--- src/logic/sifb_defines.vh ---
// constants for the identification frame builder
`ifndef SIFB_DEFINES_VH
`define SIFB_DEFINES_VH
// register byte addresses
`define SIFB_A_CTRL 8'h00
`define SIFB_A_NAME_LO 8'h04
`define SIFB_A_NAME_HI 8'h08
`define SIFB_A_ADDR_LO 8'h0C
`define SIFB_A_ADDR_HI 8'h10
`define SIFB_A_PHY_ID 8'h14
`define SIFB_A_STATUS 8'h18
// control field positions
`define SIFB_C_PWR 1:0
`define SIFB_C_SLUMBER 2
`define SIFB_C_PARTIAL 3
`define SIFB_C_NEED 4
// power capable codes
`define SIFB_PWR_NONE 2'h0
`define SIFB_PWR_CONSUMER 2'h1
`define SIFB_PWR_SOURCE 2'h2
// fixed frame fields
`define SIFB_DEV_END 3'h1
`define SIFB_AFT_IDENT 4'h0
`define SIFB_INIT_BITS 3'h0
`define SIFB_TGT_BITS 3'h4
`define SIFB_PERSIST 1'h0
`define SIFB_ZONE_BITS 2'h0
`define SIFB_BRK_REPLY 1'h1
`define SIFB_PWR_DIS 1'h1
// reason codes
`define SIFB_RSN_POWER_ON 4'h0
`define SIFB_RSN_HARD 4'h2
`define SIFB_RSN_SYNC 4'h4
`define SIFB_RSN_BREAK 4'h7
`define SIFB_RSN_TEST 4'h8
// frame length and crc
`define SIFB_LAST_WORD 3'h7
`define SIFB_CRC_WORD 3'h7
`define SIFB_CRC_INIT 32'hFFFFFFFF
`define SIFB_CRC_POLY 32'h04C11DB7
// identify wait timer
// 1 ms of 4 ns cycles, sized to the timer width
`define SIFB_ID_CYCLES 18'h3D090
`define SIFB_TMR_W 18
`endif

--- src/logic/sifb_crc.v ---
// crc step over one dword of the address frame
`timescale 1ns/10ps
`include "sifb_defines.vh"
module sifb_crc (
  input wire [31:0] i_crc,
  input wire [31:0] i_data,
  output wire [31:0] o_crc
);
  // one dword folded msb first, a 32 step shift unrolled by the tool
  function [31:0] step;
    input [31:0] c;
    input [31:0] d;
    integer k;
    reg [31:0] r;
    begin
      r = c;
      for (k = 31; k >= 0; k = k - 1) begin
        if (r[31] ^ d[k]) begin
          r = {r[30:0], 1'b0} ^ `SIFB_CRC_POLY;
        end else begin
          r = {r[30:0], 1'b0};
        end
      end
      step = r;
    end
  endfunction

  assign o_crc = step(i_crc, i_data);
endmodule

--- src/logic/sifb_frame_builder.v ---
// identification address frame builder with power and break handling
//
// Implementation choices: the address map and the plain strobed port.
`timescale 1ns/10ps
`include "sifb_defines.vh"
// Summary of operation
// frame starts only after the phy reset sequence reports done
// byte 0 device type carries the end device code
// byte 0 frame type is zero, an identification frame
// all three initiator port bits in byte 2 are cleared
// byte 3 advertises ssp target only
// device name bytes 4-11, port address 12-19, phy id byte 20
// reason nibble in byte 1 holds the link reset cause code
// persistent connection capable bit is zero
// both zoned domain bits in byte 21 are zero
// power code 00 issues no power primitives and never acknowledges
// power code 01 requests, reports done and acknowledges grants
// code 10 is a source; 11 is reserved and never advertised
// one phy at a time, leave low power before requesting
// low power conditions held disabled while consuming extra power
// slumber capable bit from control; slumber wakes only on com signals
// partial capable bit from control; partial wakes only on com signals
// break reply capable set; every break answered with break reply
// power disable capable bit in byte 22 is set
// frames are sent only outside connections
// far identify must arrive within 1 ms else notify and reinit
// reserved bits and bytes zero, crc over bytes 0-27 appended
// latest legal link reset reason is latched for the next frame
module sifb_frame_builder #(
  parameter [`SIFB_TMR_W-1:0] ID_CYCLES = `SIFB_ID_CYCLES
) (
  input wire i_clk,
  input wire i_nrst,
  input wire [7:0] i_addr,
  input wire [31:0] i_wdata,
  input wire i_wr,
  input wire i_rd,
  output reg [31:0] o_rdata,
  input wire i_phy_reset_done,
  input wire i_link_reset,
  input wire [3:0] i_reset_reason,
  input wire i_in_connection,
  input wire i_tx_ready,
  output wire o_tx_valid,
  output reg [31:0] o_tx_data,
  output wire o_tx_sof,
  output wire o_tx_eof,
  input wire i_far_identify,
  output reg o_id_timeout,
  output reg o_cominit_req,
  input wire i_break_rx,
  output reg o_break_reply_tx,
  input wire i_pwr_grant_rx,
  input wire i_other_phy_req,
  input wire i_in_low_power,
  output reg o_pwr_req_tx,
  output reg o_pwr_done_tx,
  output reg o_pwr_ack_tx,
  output wire o_lp_exit_req,
  output wire o_slumber_en,
  output wire o_partial_en,
  output wire o_com_only
);
  // frame states
  localparam [2:0] F_IDLE = 3'b001;
  localparam [2:0] F_SEND = 3'b010;
  localparam [2:0] F_WAIT = 3'b100;
  // power consumer states
  localparam [3:0] P_IDLE = 4'b0001;
  localparam [3:0] P_EXIT = 4'b0010;
  localparam [3:0] P_REQ = 4'b0100;
  localparam [3:0] P_USE = 4'b1000;

  reg [4:0] ctrl_q;
  reg [63:0] name_q;
  reg [63:0] addr_q;
  reg [7:0] phy_id_q;
  reg [3:0] reason_q;
  reg [2:0] fst_q;
  reg [2:0] fst_d;
  reg [2:0] idx_q;
  reg [31:0] crc_q;
  reg [`SIFB_TMR_W-1:0] tmr_q;
  reg done_q;
  reg [3:0] pst_q;
  reg [3:0] pst_d;
  reg sent_q;
  wire [31:0] crc_nx;
  wire [1:0] pwr_cap;
  wire start;
  wire fire;
  wire [2:0] sel;
  wire consumer;
  reg [31:0] word;

  // reserved power code 11 falls back to none so it is never sent
  assign pwr_cap = (ctrl_q[`SIFB_C_PWR] == `SIFB_PWR_CONSUMER ||
                    ctrl_q[`SIFB_C_PWR] == `SIFB_PWR_SOURCE) ?
                   ctrl_q[`SIFB_C_PWR] : `SIFB_PWR_NONE;
  assign consumer = (pwr_cap == `SIFB_PWR_CONSUMER);

  // legal reason codes only; others are reserved and ignored
  function valid_reason;
    input [3:0] r;
    begin
      case (r)
        `SIFB_RSN_POWER_ON, `SIFB_RSN_HARD, `SIFB_RSN_SYNC,
        `SIFB_RSN_BREAK, `SIFB_RSN_TEST: valid_reason = 1'b1;
        default: valid_reason = 1'b0;
      endcase
    end
  endfunction

  // halfword picker over a 64 bit identifier, msb first on the wire
  function [15:0] hw_pick;
    input [63:0] v;
    input [1:0] h;
    begin
      case (h)
        2'h0: hw_pick = v[63:48];
        2'h1: hw_pick = v[47:32];
        2'h2: hw_pick = v[31:16];
        default: hw_pick = v[15:0];
      endcase
    end
  endfunction

  // register writes; reason follows each link reset that carries a legal code
  always @(posedge i_clk or negedge i_nrst) begin
    if (!i_nrst) begin
      ctrl_q <= 5'h00;
      name_q <= 64'h0000000000000000;
      addr_q <= 64'h0000000000000000;
      phy_id_q <= 8'h00;
      reason_q <= `SIFB_RSN_POWER_ON;
    end else begin
      if (i_wr) begin
        case (i_addr)
          `SIFB_A_CTRL: ctrl_q <= i_wdata[4:0];
          `SIFB_A_NAME_LO: name_q[31:0] <= i_wdata;
          `SIFB_A_NAME_HI: name_q[63:32] <= i_wdata;
          `SIFB_A_ADDR_LO: addr_q[31:0] <= i_wdata;
          `SIFB_A_ADDR_HI: addr_q[63:32] <= i_wdata;
          `SIFB_A_PHY_ID: phy_id_q <= i_wdata[7:0];
          default: ;
        endcase
      end
      if (i_link_reset && valid_reason(i_reset_reason)) begin
        reason_q <= i_reset_reason;
      end
    end
  end

  // read data the cycle after the strobe; unmapped reads zero
  always @(posedge i_clk or negedge i_nrst) begin
    if (!i_nrst) begin
      o_rdata <= 32'h00000000;
    end else if (i_rd) begin
      case (i_addr)
        `SIFB_A_CTRL: o_rdata <= {27'h0000000, ctrl_q};
        `SIFB_A_NAME_LO: o_rdata <= name_q[31:0];
        `SIFB_A_NAME_HI: o_rdata <= name_q[63:32];
        `SIFB_A_ADDR_LO: o_rdata <= addr_q[31:0];
        `SIFB_A_ADDR_HI: o_rdata <= addr_q[63:32];
        `SIFB_A_PHY_ID: o_rdata <= {24'h000000, phy_id_q};
        `SIFB_A_STATUS: o_rdata <= {20'h00000, pst_q, sent_q,
                                    fst_q, reason_q};
        default: o_rdata <= 32'h00000000;
      endcase
    end else begin
      o_rdata <= 32'h00000000;
    end
  end

  // frame dword mux: fixed fields, identifiers, reserved zero
  always @* begin
    word = 32'h00000000;
    case (sel)
      3'h0: word = {1'b0, `SIFB_DEV_END, `SIFB_AFT_IDENT,
                    4'h0, reason_q,
                    4'h0, `SIFB_INIT_BITS, 1'b0,
                    4'h0, `SIFB_TGT_BITS, 1'b0};
      3'h1: word = {hw_pick(name_q, 2'h0), hw_pick(name_q, 2'h1)};
      3'h2: word = {hw_pick(name_q, 2'h2), hw_pick(name_q, 2'h3)};
      3'h3: word = {hw_pick(addr_q, 2'h0), hw_pick(addr_q, 2'h1)};
      3'h4: word = {hw_pick(addr_q, 2'h2), hw_pick(addr_q, 2'h3)};
      3'h5: word = {phy_id_q,
                    `SIFB_PERSIST, pwr_cap,
                    ctrl_q[`SIFB_C_SLUMBER],
                    ctrl_q[`SIFB_C_PARTIAL],
                    `SIFB_ZONE_BITS, `SIFB_BRK_REPLY,
                    7'h00, `SIFB_PWR_DIS, 8'h00};
      3'h6: word = 32'h00000000;
      default: word = ~crc_nx;
    endcase
  end

  // crc folds the dword on the wire, so stalls cannot fold it twice
  sifb_crc u_crc (
    .i_crc (crc_q),
    .i_data (o_tx_data),
    .o_crc (crc_nx)
  );

  // a completed phy reset arms one frame; held off inside connections
  // a link reset in the same cycle wins, so no frame leaves before the
  // new phy reset sequence has finished
  assign start = done_q && !i_in_connection && !i_link_reset;
  assign o_tx_valid = (fst_q == F_SEND);
  assign o_tx_sof = o_tx_valid && (idx_q == 3'h0);
  assign o_tx_eof = o_tx_valid && (idx_q == `SIFB_LAST_WORD);
  assign fire = o_tx_valid && i_tx_ready;
  // the dword register loads one index ahead on a taken word, so it
  // always shows the word at idx_q while it waits for the sink
  assign sel = fire ? idx_q + 3'h1 : idx_q;

  // frame state transitions
  always @* begin
    fst_d = fst_q;
    case (fst_q)
      F_IDLE: if (start) fst_d = F_SEND;
      F_SEND: if (fire && idx_q == `SIFB_LAST_WORD) fst_d = F_WAIT;
      F_WAIT: begin
        if (i_far_identify || i_link_reset ||
            tmr_q == ID_CYCLES - 1'b1) begin
          fst_d = F_IDLE;
        end
      end
      default: fst_d = F_IDLE;
    endcase
  end

  // frame sequencing, crc accumulation and identify wait timer
  always @(posedge i_clk or negedge i_nrst) begin
    if (!i_nrst) begin
      fst_q <= F_IDLE;
      idx_q <= 3'h0;
      crc_q <= `SIFB_CRC_INIT;
      tmr_q <= {`SIFB_TMR_W{1'b0}};
      done_q <= 1'b0;
      sent_q <= 1'b0;
      o_tx_data <= 32'h00000000;
      o_id_timeout <= 1'b0;
      o_cominit_req <= 1'b0;
    end else begin
      fst_q <= fst_d;
      o_id_timeout <= 1'b0;
      o_cominit_req <= 1'b0;
      // done is a level; a new link reset clears it until re-reported
      if (i_link_reset) begin
        done_q <= 1'b0;
        sent_q <= 1'b0;
      end else if (i_phy_reset_done && !sent_q) begin
        done_q <= 1'b1;
      end
      if (fst_q == F_IDLE && start) begin
        done_q <= 1'b0;
        sent_q <= 1'b1;
      end
      // data word loads freely outside a frame, only when taken inside one, so a stall holds it
      if (fst_q != F_SEND || fire) begin
        o_tx_data <= word;
      end
      if (fire) begin
        idx_q <= idx_q + 3'h1;
        if (idx_q == `SIFB_LAST_WORD) begin
          idx_q <= 3'h0;
          crc_q <= `SIFB_CRC_INIT;
        end else begin
          crc_q <= crc_nx;
        end
      end
      if (fst_q == F_WAIT) begin
        tmr_q <= tmr_q + 1'b1;
        if (fst_d == F_IDLE && !i_far_identify && !i_link_reset) begin
          o_id_timeout <= 1'b1;
          o_cominit_req <= 1'b1;
        end
      end else begin
        tmr_q <= {`SIFB_TMR_W{1'b0}};
      end
    end
  end

  // break answered one cycle later, regardless of frame state
  always @(posedge i_clk or negedge i_nrst) begin
    if (!i_nrst) begin
      o_break_reply_tx <= 1'b0;
    end else begin
      o_break_reply_tx <= i_break_rx;
    end
  end

  // power consumer sequencing
  always @* begin
    pst_d = pst_q;
    case (pst_q)
      P_IDLE: begin
        if (consumer && ctrl_q[`SIFB_C_NEED] && !i_other_phy_req) begin
          pst_d = i_in_low_power ? P_EXIT : P_REQ;
        end
      end
      P_EXIT: begin
        if (!consumer) pst_d = P_IDLE;
        else if (!i_in_low_power) pst_d = P_REQ;
      end
      P_REQ: begin
        if (!consumer) pst_d = P_IDLE;
        else if (i_pwr_grant_rx) pst_d = P_USE;
      end
      P_USE: begin
        if (!consumer || !ctrl_q[`SIFB_C_NEED]) pst_d = P_IDLE;
      end
      default: pst_d = P_IDLE;
    endcase
  end

  // primitive pulses: request on entry, done on release, ack grants
  always @(posedge i_clk or negedge i_nrst) begin
    if (!i_nrst) begin
      pst_q <= P_IDLE;
      o_pwr_req_tx <= 1'b0;
      o_pwr_done_tx <= 1'b0;
      o_pwr_ack_tx <= 1'b0;
    end else begin
      pst_q <= pst_d;
      o_pwr_req_tx <= consumer && pst_d == P_REQ &&
                      pst_q != P_REQ;
      o_pwr_done_tx <= consumer && pst_q == P_USE &&
                       pst_d == P_IDLE;
      o_pwr_ack_tx <= consumer && i_pwr_grant_rx;
    end
  end

  // low power conditions masked while extra power is in use
  assign o_lp_exit_req = (pst_q == P_EXIT);
  assign o_slumber_en = ctrl_q[`SIFB_C_SLUMBER] &&
                        pst_q != P_USE && pst_q != P_REQ;
  assign o_partial_en = ctrl_q[`SIFB_C_PARTIAL] &&
                        pst_q != P_USE && pst_q != P_REQ;
  // in slumber or partial only com signals are acted upon
  assign o_com_only = i_in_low_power;
endmodule
--- config.mk ---
export PLATFORM = sky130hd
export DESIGN_NAME = sifb_frame_builder
export DESIGN_NICKNAME = d
export VERILOG_FILES = /design/src/logic/sifb_crc.v /design/src/logic/sifb_frame_builder.v
export VERILOG_INCLUDE_DIRS = /design/src /design/src/logic
export SDC_FILE = /design/constraint.sdc
export NUM_CORES = 1
export LEC_CHECK = 0
export ABC_AREA = 1
export BUFFER_PORTS_ARGS = -buffer_cell sky130_fd_sc_hd__buf_2
export CORE_MARGIN = 8
export CORE_UTILIZATION = 61
export DETAILED_ROUTE_END_ITERATION = 8
export PLACE_DENSITY = 0.81
export SKIP_CTS_REPAIR_TIMING = 1
export SLEW_MARGIN = 25
export SYNTH_ARGS = -nofsm -noshare
export SYNTH_HDL_FRONTEND = slang
export SYNTH_SLANG_ARGS = --single-unit
--- constraint.sdc ---
create_clock -name i_clk -period 4 [get_ports i_clk]
set_input_delay 0.4 -clock i_clk [delete_from_list [all_inputs] [get_ports i_clk]]
set_output_delay 0.4 -clock i_clk [all_outputs]
set_load 0.05 [all_outputs]
==> results.cfg <==
[status]
status = finished clean

[sta]
worstMarginPinSlew_ns = 0.932
setup_viol = 0
fmax_mhz = 269
grt_setup_unrepaired = false
final_max_slew_viol_count = 0
hold_viol = 0
fin_crit_sh_pct = 92.9
fin_skew_ns = 0.0253
relSlewSlack_pct = 37.9
fin_tns_setup_ns = 0
fin_crit_ns = 3.72

[global_route]
overflow = 0
grt_pass1_vias = 16357
antenna_found_initial = 1
grt_max_degree = 126
grt_pass1_wl_um = 93200
grt_usage_pct = 35.6

[cells_and_area]
diodes = 0
drive_above_1_share_pct = 16.3
area_growth_pct = 13.5
nets = 2493
stdcell_count = 2833
final_area_um2 = 19300

[routing]
vias = 17044
drc = 0
via_per_inst = 6.02
ant_nets = 0
first_pass_iters = 6
first_iter_violations = 1931
totalWireLength_um = 60300
wire_per_inst_um = 21.3

[flow_run]
maxCapViolCount = 0

[worst_setup_path]
start_kind = register
r2r_setup_slack_ns = 0.28
worstSetupEndpointType = register
required_ns = 4.45
crit_fanout = 9
path_class = reg -> reg
worst_r2r_path_depth = 26
cp_data_arrival_time_ns = 4.16

[synthesis]
syn_area_um2 = 17000
yosysTopAreaCell = dfrtp_1
synth.net_count = 2364
syn_area_per_cell_um2 = 7.37
synth_ff_type = dfrtp_1
ys_top_cells_by_area = dfrtp_1 36%, nand2_1 17%, o21ai_0 5.7%, inv_1 5.6%, dfstp_2 5.3%
synthArstFlopShare_pct = 100
yosys_warnings = 0
synth_top_area_share_pct = 35.7
synthDistinctLibCells = 58
synthTopCellsByCount = 763 x nand2_1, 254 x inv_1, 242 x dfrtp_1
synthCells = 2303
yosys.cell_count.top_type = nand2_1
ys_seq_area_share_pct = 40.9
synth_edf_count = 0
synth_seq_cells = 276

[placement]
dp.cells = 2777
gp_routability_congestion = 1.01
port_buffers = 133
dpl-instance-area_um2 = 18200
dp_hpwl_um = 44500

[floorplanning]
core_area_um2 = 27600
num_io_pins = 134
rows = 61
die-area_um2 = 33400
die_width_um = 183
initial_utilization_pct = 61.5
die_h_um = 183

[clock_tree]
cts_tree = yes
clkTransAtPathRegs_ns = 0.06
numCtsBuffers = 29
cts_buffer_depth = 3
clk-insertion-delay-late_ns = 0.57
cts_num_sinks = 276
clock_tree.root_cell = clkbuf_16
cts_max_level = 1

[worst_hold_path]
hold_path.class = in -> reg
whs_path_depth = 3
path summary, 6_finish.rpt:
check	from	endpoint
worst max-delay path	crc_q[30]	o_tx_data[10]
worst min-delay path	i_wdata[1]	phy_id_q[1]
worst max register to register	crc_q[30]	o_tx_data[10]
worst min register to register	tmr_q[0]	tmr_q[0]
max in group asynchronous	i_nrst	fst_q[0]
min in group asynchronous	i_nrst	o_rdata[30]
cells by family (layout without fill, tap and decap cells):
| group | Yosys count | count (layout) | share of synthesized area (%) |
|---|---|---|---|
| AOI/OAI and AO/OA | 408 | 408 | 14.4 |
| xor gates and xnor gates | 128 | 128 | 6.87 |
| adders and majority gates | 4 | 4 | 0.295 |
| buffers and inverters | 358 | 510 | 8.08 |
| DFF | 276 | 276 | 40.9 |
| and+or+nand+nor | 1129 | 1129 | 29.4 |
routing by layer:
metal	share of wire (%)	up-vias	wire length (um)	GRT usage [%]
li1	-	7740	-	-
met1	38	7990	22700	44.2
met2	47	1081	28200	59.1
met3	9.2	231	5560	6.21
met4	6.2	2	3760	18.9
met5	0.022	-	13	0
per-stage QoR:
step / worst slack, ns / utilization (%) / hold WS [ns]
floorplan: 0.811 / - / 0.104
global placement: 0.240 / 65.8 / 0.445
detailed placement: 0.256 / 65.8 / 0.451
CTS: 0.236 / 69.6 / -0.0700
global route: 0.0164 / 69.7 / 0.0920
finish: 0.282 / 69.7 / 0.0711
layout by cell type (no fill, tap or decap), types with 18 or more instances in the layout:
cell       synthesis  routed
inv_2             28      28
buf_4              2      31
inv_1            254     253
nor3_1            22      20
xor2_1            99      98
nand2_1          763     759
clkbuf_16          0      29
a31oi_1           18      18
xnor2_1           23      23
a21oi_1           44      44
o21ai_0          192     192
dfstp_2           34      34
nor2_1            85      82
a22oi_1           25      25
nand2_4           28      30
o22ai_1           44      44
dfrtp_1          242     242
nand2_2           55      57
buf_2              2     132
a221oi_1          48      48
nand3_1          130     130
registers in the layout, indices dropped and copies added (netlist names), 3 cells and up:
name       cells
addr_q        64
name_q        64
crc_q         32
o_rdata       32
o_tx_data     32
tmr_q         18
phy_id_q       8
ctrl_q         5
pst_q          4
reason_q       4
fst_q          3
idx_q          3
worst max-delay path, stage by stage, from the launching register on:
cell,delay (ns)
dfstp_2,0.54
inv_1,0.06
nand2_1,0.08
nand2_2,0.16
nand2_1,0.16
nand2_4,0.13
nand2_4,0.10
nand2_4,0.11
inv_2,0.14
nand2_2,0.09
nand2_4,0.13
nand2_1,0.07
nand2_1,0.14
nand3_2,0.11
nand2_4,0.17
inv_2,0.08
nand2_1,0.11
nand2_1,0.15
inv_1,0.08
nand2_1,0.05
nand2_1,0.12
xor2_1,0.33
nand3_1,0.12
nand2_1,0.16
nand2_1,0.08
nand2_1,0.08
nand2_1,0.05
final cells by class:
class | instances | area (um^2)
inverter | 287 | 1090
clock inverter | 11 | 203
fill | 2307 | 8360
multi-input combinational | 1669 | 8710
sequential | 276 | 6950
timing repair buffer | 169 | 988
tap | 378 | 473
clock buffer | 43 | 848
Power is left out: the tool's default activity adds up to more than one toggle a clock period on the data nets, which glitch-free logic cannot reach.
